## src/rtl/hbes_pkg.sv

```systemverilog
/*
 * Package for the host bridge byte-order block: widths, lane masks,
 * mode encodings and reset values shared by both ends.
 * Assumes a single 200 MHz clock and an active-low asynchronous reset.
 */
package hbes_pkg;
	localparam int ADDR_W = 32;
	localparam int DATA_W = 64;
	localparam int LANES = 8;
	localparam int LOW_BITS = 3;

	typedef enum logic [1:0]
	{
		HBES_SZ_BYTE = 2'b00,
		HBES_SZ_HALF = 2'b01,
		HBES_SZ_WORD = 2'b10,
		HBES_SZ_DWORD = 2'b11
	} hbes_size_e;

	typedef enum logic
	{
		HBES_MODE_BIG = 1'b0,
		HBES_MODE_LITTLE = 1'b1
	} hbes_mode_e;

	// size-dependent masks for low address bits
	localparam logic [2:0] MASK_BYTE = 3'h7;
	localparam logic [2:0] MASK_HALF = 3'h6;
	localparam logic [2:0] MASK_WORD = 3'h4;
	localparam logic [2:0] MASK_DWORD = 3'h0;

	localparam logic RST_VALID = 1'b0;
	localparam logic [ADDR_W-1:0] RST_ADDR = 32'h0000_0000;
	localparam logic [DATA_W-1:0] RST_DATA = 64'h0000_0000_0000_0000;
	localparam logic [LANES-1:0] RST_BE = 8'h00;
	localparam hbes_mode_e RST_MODE = HBES_MODE_BIG;
endpackage

```

## src/rtl/hbes_link_if.sv

```systemverilog
/*
 * Interface between the processor-side end and the bridge end.
 * Carries one processor-bus request path, a valid/ready handshake,
 * plus the shared mode; assumes a shared clock.
 */
`timescale 1ns/1ps
`default_nettype none
interface hbes_link_if;
	// processor-bus side, always big-endian byte order
	logic cpu_valid;
	logic cpu_ready;
	logic cpu_write;
	logic [hbes_pkg::ADDR_W-1:0] cpu_addr;
	hbes_pkg::hbes_size_e cpu_size;
	logic [hbes_pkg::DATA_W-1:0] cpu_data;
	logic [hbes_pkg::LANES-1:0] cpu_be;
	// mode shared by both ends
	hbes_pkg::hbes_mode_e mode;

	modport cpu
	(
		output cpu_valid, cpu_write, cpu_addr, cpu_size, cpu_data, cpu_be,
		output mode,
		input cpu_ready
	);
	modport bridge
	(
		input cpu_valid, cpu_write, cpu_addr, cpu_size, cpu_data, cpu_be,
		input mode,
		output cpu_ready
	);
endinterface
`default_nettype wire

```

## src/rtl/hbes_bridge_end.sv

```systemverilog
/*
 * Bridge end: host bridge byte-order logic plus the VME bridge lane
 * swap. Processor accesses go to local (big-endian) space or PCI;
 * PCI masters reach memory; VME traffic crosses to and from PCI.
 * Assumes every user port is on i_mclk; one request per path.
 * i_vx_to_pci only tags direction: the swap is its own inverse.
 */
`timescale 1ns/1ps
`default_nettype none
module hbes_bridge_end
#(
	parameter int PCI_BASE = 32'h8000_0000
)
(
	// clock, reset, enable
	input wire logic i_mclk,
	input wire logic i_nrst,
	input wire logic i_ce,
	// link from processor end
	hbes_link_if.bridge link,
	// processor access out to local space, big-endian
	output logic o_loc_valid,
	output logic o_loc_write,
	output logic [hbes_pkg::ADDR_W-1:0] o_loc_addr,
	output logic [hbes_pkg::DATA_W-1:0] o_loc_data,
	output logic [hbes_pkg::LANES-1:0] o_loc_be,
	// processor access out to PCI, little-endian
	output logic o_pci_valid,
	output logic o_pci_write,
	output logic [hbes_pkg::ADDR_W-1:0] o_pci_addr,
	output logic [hbes_pkg::DATA_W-1:0] o_pci_data,
	output logic [hbes_pkg::LANES-1:0] o_pci_be,
	input wire logic i_down_ready,
	// PCI master toward memory
	input wire logic i_pm_valid,
	input wire logic [hbes_pkg::ADDR_W-1:0] i_pm_addr,
	input wire hbes_pkg::hbes_size_e i_pm_size,
	input wire logic [hbes_pkg::DATA_W-1:0] i_pm_data,
	output logic o_mem_valid,
	output logic [hbes_pkg::ADDR_W-1:0] o_mem_addr,
	output logic [hbes_pkg::DATA_W-1:0] o_mem_data,
	// VME bridge, either direction, always swapped
	input wire logic i_vx_valid,
	input wire logic i_vx_to_pci,
	input wire logic [hbes_pkg::DATA_W-1:0] i_vx_data,
	output logic o_vx_valid,
	output logic [hbes_pkg::DATA_W-1:0] o_vx_data
);
	logic busy_r;
	logic is_pci;
	logic [2:0] mask;
	logic [2:0] pm_mask;
	logic little;

	function automatic logic [2:0] lane_mask(input hbes_pkg::hbes_size_e s);
		case (s)
			hbes_pkg::HBES_SZ_BYTE: lane_mask = hbes_pkg::MASK_BYTE;
			hbes_pkg::HBES_SZ_HALF: lane_mask = hbes_pkg::MASK_HALF;
			hbes_pkg::HBES_SZ_WORD: lane_mask = hbes_pkg::MASK_WORD;
			default: lane_mask = hbes_pkg::MASK_DWORD;
		endcase
	endfunction

	// full byte-lane reversal, lane i to lane 7-i
	function automatic logic [63:0] swap64(input logic [63:0] d);
		for (int i = 0; i < 8; i++)
			swap64[i*8 +: 8] = d[(7-i)*8 +: 8];
	endfunction

	function automatic logic [7:0] swap_be(input logic [7:0] b);
		for (int i = 0; i < 8; i++)
			swap_be[i] = b[7-i];
	endfunction

	assign little = (link.mode == hbes_pkg::HBES_MODE_LITTLE);
	// lane masks for the link request and the PCI master request
	assign mask = lane_mask(link.cpu_size);
	assign pm_mask = lane_mask(i_pm_size);
	// everything at or above the base goes out to PCI
	assign is_pci = (link.cpu_addr >= PCI_BASE[hbes_pkg::ADDR_W-1:0]);
	// one outstanding request; downstream stall holds the link
	assign link.cpu_ready = !busy_r || i_down_ready;

	// local space never swapped, always big-endian
	always_ff @(posedge i_mclk or negedge i_nrst)
	begin
		if (!i_nrst)
		begin
			o_loc_valid <= hbes_pkg::RST_VALID;
			o_loc_write <= 1'b0;
			o_loc_addr <= hbes_pkg::RST_ADDR;
			o_loc_data <= hbes_pkg::RST_DATA;
			o_loc_be <= hbes_pkg::RST_BE;
		end
		else if (i_ce && link.cpu_ready)
		begin
			o_loc_valid <= link.cpu_valid && !is_pci;
			o_loc_write <= link.cpu_write;
			o_loc_addr <= link.cpu_addr;
			o_loc_data <= link.cpu_data;
			o_loc_be <= link.cpu_be;
		end
	end

	// PCI-bound flags follow the link one for one
	always_ff @(posedge i_mclk or negedge i_nrst)
	begin
		if (!i_nrst)
		begin
			o_pci_valid <= hbes_pkg::RST_VALID;
			o_pci_write <= 1'b0;
		end
		else if (i_ce && link.cpu_ready)
		begin
			o_pci_valid <= link.cpu_valid && is_pci;
			o_pci_write <= link.cpu_write;
		end
	end

	// little mode undoes the processor's rearrangement on the way out
	always_ff @(posedge i_mclk or negedge i_nrst)
	begin
		if (!i_nrst)
			o_pci_addr <= hbes_pkg::RST_ADDR;
		else if (i_ce && link.cpu_ready)
		begin
			if (little)
				o_pci_addr <= {link.cpu_addr[hbes_pkg::ADDR_W-1:3],
					link.cpu_addr[2:0] ^ mask};
			else
				o_pci_addr <= link.cpu_addr;
		end
	end

	// big mode swaps data; enables go to PCI lane order in both modes
	always_ff @(posedge i_mclk or negedge i_nrst)
	begin
		if (!i_nrst)
		begin
			o_pci_data <= hbes_pkg::RST_DATA;
			o_pci_be <= hbes_pkg::RST_BE;
		end
		else if (i_ce && link.cpu_ready)
		begin
			o_pci_data <= little ? link.cpu_data
				: swap64(link.cpu_data);
			o_pci_be <= swap_be(link.cpu_be);
		end
	end

	// tracks an outstanding downstream request
	always_ff @(posedge i_mclk or negedge i_nrst)
	begin
		if (!i_nrst)
			busy_r <= 1'b0;
		else if (i_ce && link.cpu_ready)
			busy_r <= link.cpu_valid;
	end

	// PCI master valid is a one-cycle stage, no backpressure
	always_ff @(posedge i_mclk or negedge i_nrst)
	begin
		if (!i_nrst)
			o_mem_valid <= hbes_pkg::RST_VALID;
		else if (i_ce)
			o_mem_valid <= i_pm_valid;
	end

	// PCI master to memory: swap or rearrange by mode
	always_ff @(posedge i_mclk or negedge i_nrst)
	begin
		if (!i_nrst)
		begin
			o_mem_addr <= hbes_pkg::RST_ADDR;
			o_mem_data <= hbes_pkg::RST_DATA;
		end
		else if (i_ce)
		begin
			if (little)
			begin
				o_mem_addr <= {i_pm_addr[hbes_pkg::ADDR_W-1:3],
					i_pm_addr[2:0] ^ pm_mask};
				o_mem_data <= i_pm_data;
			end
			else
			begin
				o_mem_addr <= i_pm_addr;
				o_mem_data <= swap64(i_pm_data);
			end
		end
	end

	// VME lanes swapped regardless of mode, so the host swap cancels it
	always_ff @(posedge i_mclk or negedge i_nrst)
	begin
		if (!i_nrst)
		begin
			o_vx_valid <= hbes_pkg::RST_VALID;
			o_vx_data <= hbes_pkg::RST_DATA;
		end
		else if (i_ce)
		begin
			o_vx_valid <= i_vx_valid;
			o_vx_data <= swap64(i_vx_data);
		end
	end
endmodule
`default_nettype wire

```

## src/flat_wrapper.sv

```systemverilog
// flat-port wrapper written by rule: the top's interface ports become plain ports
module hbes_bridge_end_flat 
#(
	parameter int PCI_BASE = 32'h8000_0000
)
  (i_mclk, i_nrst, i_ce, o_loc_valid, o_loc_write, o_loc_addr, o_loc_data, o_loc_be, o_pci_valid, o_pci_write, o_pci_addr, o_pci_data, o_pci_be, i_down_ready, i_pm_valid, i_pm_addr, i_pm_size, i_pm_data, o_mem_valid, o_mem_addr, o_mem_data, i_vx_valid, i_vx_to_pci, i_vx_data, o_vx_valid, o_vx_data, link_cpu_valid, link_cpu_write, link_cpu_addr, link_cpu_size, link_cpu_data, link_cpu_be, link_mode, link_cpu_ready);
  hbes_link_if link_i ();
  input wire logic i_mclk;
  input wire logic i_nrst;
  input wire logic i_ce;
  output logic o_loc_valid;
  output logic o_loc_write;
  output logic [hbes_pkg::ADDR_W-1:0] o_loc_addr;
  output logic [hbes_pkg::DATA_W-1:0] o_loc_data;
  output logic [hbes_pkg::LANES-1:0] o_loc_be;
  output logic o_pci_valid;
  output logic o_pci_write;
  output logic [hbes_pkg::ADDR_W-1:0] o_pci_addr;
  output logic [hbes_pkg::DATA_W-1:0] o_pci_data;
  output logic [hbes_pkg::LANES-1:0] o_pci_be;
  input wire logic i_down_ready;
  input wire logic i_pm_valid;
  input wire logic [hbes_pkg::ADDR_W-1:0] i_pm_addr;
  input wire hbes_pkg::hbes_size_e i_pm_size;
  input wire logic [hbes_pkg::DATA_W-1:0] i_pm_data;
  output logic o_mem_valid;
  output logic [hbes_pkg::ADDR_W-1:0] o_mem_addr;
  output logic [hbes_pkg::DATA_W-1:0] o_mem_data;
  input wire logic i_vx_valid;
  input wire logic i_vx_to_pci;
  input wire logic [hbes_pkg::DATA_W-1:0] i_vx_data;
  output logic o_vx_valid;
  output logic [hbes_pkg::DATA_W-1:0] o_vx_data;
  input wire logic [$bits(link_i.cpu_valid)-1:0] link_cpu_valid;
  input wire logic [$bits(link_i.cpu_write)-1:0] link_cpu_write;
  input wire logic [$bits(link_i.cpu_addr)-1:0] link_cpu_addr;
  input wire logic [$bits(link_i.cpu_size)-1:0] link_cpu_size;
  input wire logic [$bits(link_i.cpu_data)-1:0] link_cpu_data;
  input wire logic [$bits(link_i.cpu_be)-1:0] link_cpu_be;
  input wire logic [$bits(link_i.mode)-1:0] link_mode;
  output wire logic [$bits(link_i.cpu_ready)-1:0] link_cpu_ready;
  assign link_i.cpu_valid = link_cpu_valid;
  assign link_i.cpu_write = link_cpu_write;
  assign link_i.cpu_addr = link_cpu_addr;
  assign link_i.cpu_size = link_cpu_size;
  assign link_i.cpu_data = link_cpu_data;
  assign link_i.cpu_be = link_cpu_be;
  assign link_i.mode = link_mode;
  assign link_cpu_ready = link_i.cpu_ready;
  hbes_bridge_end #(.PCI_BASE(PCI_BASE)) u_core (.i_mclk(i_mclk), .i_nrst(i_nrst), .i_ce(i_ce), .link(link_i), .o_loc_valid(o_loc_valid), .o_loc_write(o_loc_write), .o_loc_addr(o_loc_addr), .o_loc_data(o_loc_data), .o_loc_be(o_loc_be), .o_pci_valid(o_pci_valid), .o_pci_write(o_pci_write), .o_pci_addr(o_pci_addr), .o_pci_data(o_pci_data), .o_pci_be(o_pci_be), .i_down_ready(i_down_ready), .i_pm_valid(i_pm_valid), .i_pm_addr(i_pm_addr), .i_pm_size(i_pm_size), .i_pm_data(i_pm_data), .o_mem_valid(o_mem_valid), .o_mem_addr(o_mem_addr), .o_mem_data(o_mem_data), .i_vx_valid(i_vx_valid), .i_vx_to_pci(i_vx_to_pci), .i_vx_data(i_vx_data), .o_vx_valid(o_vx_valid), .o_vx_data(o_vx_data));
endmodule
```

## config.mk

```make
export PLATFORM = sky130hd
export DESIGN_NAME = hbes_bridge_end_flat
export DESIGN_NICKNAME = d
export VERILOG_FILES = /design/src/rtl/hbes_pkg.sv /design/src/rtl/hbes_link_if.sv /design/src/rtl/hbes_bridge_end.sv /design/src/flat_wrapper.sv
export SDC_FILE = /design/constraint.sdc
export NUM_CORES = 1
export LEC_CHECK = 0
export ABC_AREA = 1
export BUFFER_PORTS_ARGS = -buffer_cell sky130_fd_sc_hd__buf_2
export CORE_AREA = 2 2 254 256
export CTS_BUF_LIST = sky130_fd_sc_hd__clkbuf_4 sky130_fd_sc_hd__clkbuf_8
export CTS_CLUSTER_DIAMETER = 200
export DETAILED_ROUTE_END_ITERATION = 10
export DIE_AREA = 0 0 256 258
export HOLD_SLACK_MARGIN = 0.15
export MAX_ROUTING_LAYER = met4
export PLACE_DENSITY = 0.54
export SLEW_MARGIN = 40
export SYNTH_ARGS = -nofsm -noshare
export SYNTH_HDL_FRONTEND = slang
export SYNTH_SLANG_ARGS = --single-unit
```

## constraint.sdc

```tcl
create_clock -name i_mclk -period 3.53 [get_ports i_mclk]
set_input_delay 0.1765 -clock i_mclk [delete_from_list [all_inputs] [get_ports i_mclk]]
set_output_delay 0.1765 -clock i_mclk [all_outputs]
set_load 0.05 [all_outputs]
```

==> results of run 1 <==
[state kept, by name, indices dropped and copies added (netlist names)]
register	flops
u_core.o_vx_data	64
u_core.o_pci_write	1
u_core.o_loc_valid	1
u_core.o_loc_addr	3
u_core.busy_r	1
u_core.o_mem_valid	1
u_core.o_vx_valid	1
u_core.o_loc_be	1
u_core.o_pci_be	7
u_core.o_pci_valid	1
u_core.o_mem_addr	32
u_core.o_loc_data	64
u_core.o_mem_data	64
u_core.o_pci_data	64
u_core.o_pci_addr	32
[cells in the mapped netlist]
cell	n	area share [%]
buf_2	55	1.9
nand4_1	2	0.087
inv_1	108	2.8
inv_2	2	0.052
nand2_1	846	22
clkbuf_1	44	1.2
nand3_1	12	0.42
buf_1	3	0.079
buf_4	38	2.0
a21oi_1	32	1.1
a21oi_4	1	0.11
o211ai_1	32	1.7
o21ai_1	62	2.2
o21ai_0	104	3.6
nor2_1	64	1.7
dfrtp_1	337	59
[how the worst max path moves through the flow]
stage                                                   end  cells past startpoint                 startpoint  slack (ns)
after floorplan           u_core.o_loc_data[56]$_DFFE_PN0P_                      6  u_core.busy_r$_DFFE_PN0P_        2.28
after global placement       u_core.o_pci_valid$_DFFE_PN0P_                      7                       i_ce        1.77
after detailed placement   u_core.o_loc_data[8]$_DFFE_PN0P_                      7                       i_ce        1.75
after CTS                  u_core.o_pci_addr[2]$_DFFE_PN0P_                      6  u_core.busy_r$_DFFE_PN0P_        1.30
after global routing      u_core.o_mem_data[55]$_DFFE_PN0P_                      8                       i_ce        1.08
final                     u_core.o_mem_data[59]$_DFFE_PN0P_                      8                       i_ce        1.21
[per-stage QoR]
| step | util [%] | setup slack (ns) | hold slack [ns] | total power [W] | std cells |
|---|---|---|---|---|---|
| after floorplan | - | 2.28 | -0.119 | 0.00729 | 1742 |
| after global routing | 36.0 | 1.08 | 0.216 | 0.0131 | 3579 |
| final | 36.0 | 1.21 | 0.220 | 0.0124 | 3579 |
| after global placement | 28.7 | 1.77 | 0.324 | 0.00834 | 3132 |
| after CTS | 35.9 | 1.30 | 0.153 | 0.0126 | 3572 |
| after detailed placement | 28.7 | 1.75 | 0.0952 | 0.00836 | 3133 |
[tightest hold or removal path, cell delays in order]
cell and delay (ns):
clkbuf_8 0.33, nand2_1 0.13, o21ai_0 0.07, nand2_1 0.06
nand2_1 0.04
[logic make-up after synthesis]
kind of cell	share of synthesized area [%]
and+or+nand+nor	24.4
DFF	58.9
buffers and inverters	8.03
AOI/OAI and AO/OA	8.71
[layout make-up]
cell class	instances	area, µm²	area share [%]
sequential	337	8430	36.8
clock buffer	99	1210	5.29
timing repair buffer	1012	7010	30.6
tap	855	1070	4.67
antenna	6	15.0	0.0655
multi-input combinational	1155	4740	20.7
inverter	110	420	1.83
clock inverter	5	31.3	0.136
[metal layers]
| metal | share of wire (%) | track usage, % |
|---|---|---|
| met5 | 0 | - |
| met4 | 3.6 | 6.48 |
| met3 | 5.5 | 3.57 |
| met2 | 49 | 26.5 |
| met1 | 42 | 19.2 |
[report_power, final]
group	switching (W)	total [W]	internal, W
logic	0.00297	0.00401	0.00104
clock network	0.00166	0.00380	0.00214
registers	0.000275	0.00461	0.00434
total	0.00491	0.0124	0.00752
[repair_timing]
item                                   in CTS  in global routing
hold buffers                              335                  0
setup buffers                               0                  0
endpoints found under the hold margin     594                  0
==> out/results.ini, run 1 <==
[clock_tree]
cts_tree = yes
worstSkewPairLatency_ns = 0.65
cts_made_buffers = 60
root_buffer = clkbuf_8
cts_resized = 0
htreeDepth = 2
cts_buffer_depth = 3
clock_sinks = 337
clkTransAtPathRegs_ns = 0.06

[worst_setup_path]
cp_slowest_cell = dlygate4sd3_1
crit_path_start_kind = input pin
worstSetupPathType = input pin to register
path_cells = dlygate4sd3_1, buf_6, buf_12, buf_16, o211ai_1, dlygate4sd3_1, nand2_1, dlygate4sd3_1
cpPeakStageDelay_ns = 0.58
cpMostUsedCell = dlygate4sd3_1
r2r_slack_ns = 1.33
worst-r2r-cell-count = 6
reg2reg_from = u_core.busy_r$_DFFE_PN0P_
timing.rr.end = u_core.o_pci_addr[2]$_DFFE_PN0P_
cp_num_buf_inv = 6
cp.arrival_ns = 2.89
cp-end-kind = register
path_max_fanout = 137
worstPathRequired_ns = 4.11
cp_top_family = buffers and inverters

[grt]
grt_pass1_wl_mm = 82.3
grt_max_degree = 195
grt_pass1_vias = 14600
grt-ovfl-total = 0
grt_usage_pct = 16.1
antenna_found_initial = 6

[sta]
relSlewSlack_pct = 59.7
tightest_slew_ns = 0.604
period_share_pct = 65.6
fmax_ghz = 0.432
hold_viol_final = 0
fin_crit_ns = 2.32
finalClockSkew_ns = 0.0346
rsz0062_at_grt = no
drv_slew = 0
setup-tns-final_ns = 0
setup-violations-final = 0

[yosys]
ys_warn_count = 0
synth_seq_cells = 337
avgSynthCellArea_um2 = 8.22
syn_area_um2 = 14300
netlist-cell-type-count = 16
synth_nets = 2020
yosysSeqAreaShare_pct = 58.9
netlist_instances = 1742

[die]
core_um2 = 63600
die-height_um = 258
die-area_um2 = 66000
fp-row-count = 93
io_pins = 653
die_w_um = 256
initial_core_util_pct = 22.5

[hold_path]
holdCritPathClass = input pin to register
worstHoldEndpoint = u_core.o_pci_data[3]$_DFFE_PN0P_
hold_start = link_mode
hold_path_depth = 5

[detailed_routing]
antenna_left = 0
first_pass_iters = 4
finalWirelength_mm = 53.4
drt-initial-drc-count = 738
drc = 0
drt-wirelength-per-cell_um = 14.9
vias = 14500
avgViaCountPerCell = 4.05

[finish]
layout_commonest_cell = nand2_1
drive_above_1_share_pct = 28.9
nets = 2954
fill_cells = 6610
most-common-layout-cells = 846 x nand2_1, 648 x buf_2, 337 x dfrtp_1
design_area_um2 = 22900
areaGrowthSynthToFinish_pct = 60.1

[power_and_ir_drop]
vdd_ir_drop_max_mv = 0.325
p_leak_nw = 12.4
powerDensity_nw_per_um2 = 542

[outcome]
status = finished clean

[place]
place_area_um2 = 18300
gp_congestion = 0.874
post-dp-hpwl_mm = 36.6
port_buffers = 651

[run]
drv_cap = 0

No activity file was read; power rests on OpenSTA's default activity.
==> run 2: changes to the inputs <==
- CORE_AREA: 2 2 254 256 -> 2 2 253 255
- DIE_AREA: 0 0 256 258 -> 0 0 255 257
- PLACE_DENSITY: 0.54 -> 0.55
- clock period: 3.53 -> 2 ns (I/O delays scaled with it)
==> out/results.ini, run 2 (synthesis gave the netlist of run 1 again) <==
[place]
gp_congestion = 0.871
post-dp-hpwl_mm = 37.9
port_buffers = 651

[finish]
nets = 3137
layout_commonest_cell = nand2_1
fin_util_pct = 39.3
fill_cells = 6156
areaGrowthSynthToFinish_pct = 72.3
most-common-layout-cells = 846 x nand2_1, 648 x buf_2, 499 x dlygate4sd3_1
drive_above_1_share_pct = 27.6

[worst_setup_path]
worst-r2r-cell-count = 5
r2r_slack_ns = 0.18
path_max_fanout = 134
worstSetupPathType = input pin to register
timing.rr.end = u_core.o_pci_addr[0]$_DFFE_PN0P_
worstPathRequired_ns = 2.48
crit_path_start_kind = input pin
reg2reg_from = u_core.busy_r$_DFFE_PN0P_
cp.arrival_ns = 2.39
cp-end-kind = register

[power_and_ir_drop]
p_sw_share_pct = 39.8
p_leak_nw = 13.0
powerDensity_nw_per_um2 = 917
power.net_switching_w = 0.00899
vdd_ir_drop_max_mv = 0.770
power.internal_w = 0.0136
seqPwrFrac_pct = 36.1
p_clk_share_pct = 31.0
pwr-share-comb_pct = 32.9

[sta]
hold_viol_final = 0
fmax_ghz = 0.525
setup-violations-final = 0
period_share_pct = 95.2
tightest_slew_ns = 0.793
rsz0062_at_grt = no
drv_slew = 0
setup-tns-final_ns = 0
relSlewSlack_pct = 47.1
fin_crit_ns = 1.90
hold_ws_ns = 0.161
finalClockSkew_ns = 0.0261

[die]
die_w_um = 255
fp-row-count = 92
io_pins = 653
die-height_um = 257
die-area_um2 = 65500
core_um2 = 62700
initial_core_util_pct = 22.8

[clock_tree]
worstSkewPairLatency_ns = 0.62
htreeDepth = 3
clock_sinks = 337
cts_made_buffers = 67
cts_resized = 0
cts_tree = yes
clkTransAtPathRegs_ns = 0.05
cts_buffer_depth = 3
root_buffer = clkbuf_8

[detailed_routing]
antenna_left = 0
vias = 15900
drt-wirelength-per-cell_um = 16.0
first_pass_iters = 5
drt-initial-drc-count = 1061
drc = 0
avgViaCountPerCell = 4.23
finalWirelength_mm = 60.1

[grt]
grt_pass1_vias = 16100
grt_usage_pct = 18.3
grt_pass1_wl_mm = 90.1
grt_max_degree = 135
antenna_found_initial = 4
grt-ovfl-total = 0

[run]
drv_cap = 0

[hold_path]
holdCritPathClass = input pin to register
hold_start = i_ce
worstHoldEndpoint = u_core.o_mem_data[0]$_DFFE_PN0P_
hold_path_depth = 4

[outcome]
status = finished clean

## run 2: area by class of cell
| class | count | area, µm² | share of cell area, % |
|---|---|---|---|
| clock inverter | 8 | 78.8 | 0.320 |
| timing repair buffer | 1188 | 8710 | 35.3 |
| tap | 846 | 1060 | 4.29 |
| sequential | 337 | 8430 | 34.2 |
| multi-input combinational | 1155 | 4740 | 19.2 |
| inverter | 110 | 420 | 1.70 |
| antenna | 3 | 7.51 | 0.0304 |
| clock buffer | 100 | 1220 | 4.95 |
## run 2: how the worst max path moves through the flow
stage                                    from                           endpoint  slack, ns  depth (start not counted)
global placement                         i_ce  u_core.o_loc_data[62]$_DFFE_PN0P_       0.45                          7
finish                                   i_ce   u_core.o_mem_data[2]$_DFFE_PN0P_        0.1                          7
floorplan           u_core.busy_r$_DFFE_PN0P_  u_core.o_loc_data[56]$_DFFE_PN0P_       0.75                          6
CTS                 u_core.busy_r$_DFFE_PN0P_   u_core.o_pci_addr[1]$_DFFE_PN0P_       0.15                          5
global route                             i_ce   u_core.o_mem_data[2]$_DFFE_PN0P_       0.03                          7
detailed placement                       i_ce  u_core.o_loc_data[62]$_DFFE_PN0P_       0.45                          7
## run 2: critical path, cell delays in order
cell and delay [ns]:
buf_6 0.22, buf_12 0.39, o21ai_0 0.18, a21oi_1 0.16, dlygate4sd3_1 0.57, nor2_1 0.05, dlygate4sd3_1 0.56
## run 2: per-stage QoR
| stage | total power (W) | instances | instance area, µm² | setup WS [ns] |
|---|---|---|---|---|
| final | 0.0226 | 3747 | 24700 | 0.0956 |
| after global routing | 0.0237 | 3747 | 24700 | 0.0335 |
| after CTS | 0.0228 | 3744 | 24700 | 0.147 |
| after detailed placement | 0.0148 | 3135 | 18300 | 0.451 |
| after global placement | 0.0148 | 3135 | 18300 | 0.449 |
| after floorplan | 0.0129 | 1742 | 14300 | 0.747 |
## run 2: what timing repair did
action                    4_1_cts  5_1_grt
setup buffers                   0        0
hold buffers                  501        0
hold endpoints to repair      674        0
## run 2: power by group through the flow
stage               clock network [W]  registers (W)  logic, W
CTS                           0.00728        0.00814   0.00741
global placement                    0        0.00822   0.00653
finish                        0.00701        0.00816   0.00745
detailed placement                  0        0.00823   0.00655
floorplan                           0         0.0111   0.00172
global route                  0.00758        0.00825   0.00787
## run 2: per-layer routing
metal  global-route usage (%)  part of all wire, %  vias up
met5                        -                    0        -
met4                     9.86                  5.3        0
met3                     4.21                  6.5      196
met2                     29.9                   48      652
met1                     20.7                   40     7432
li1                         -                    -     7581
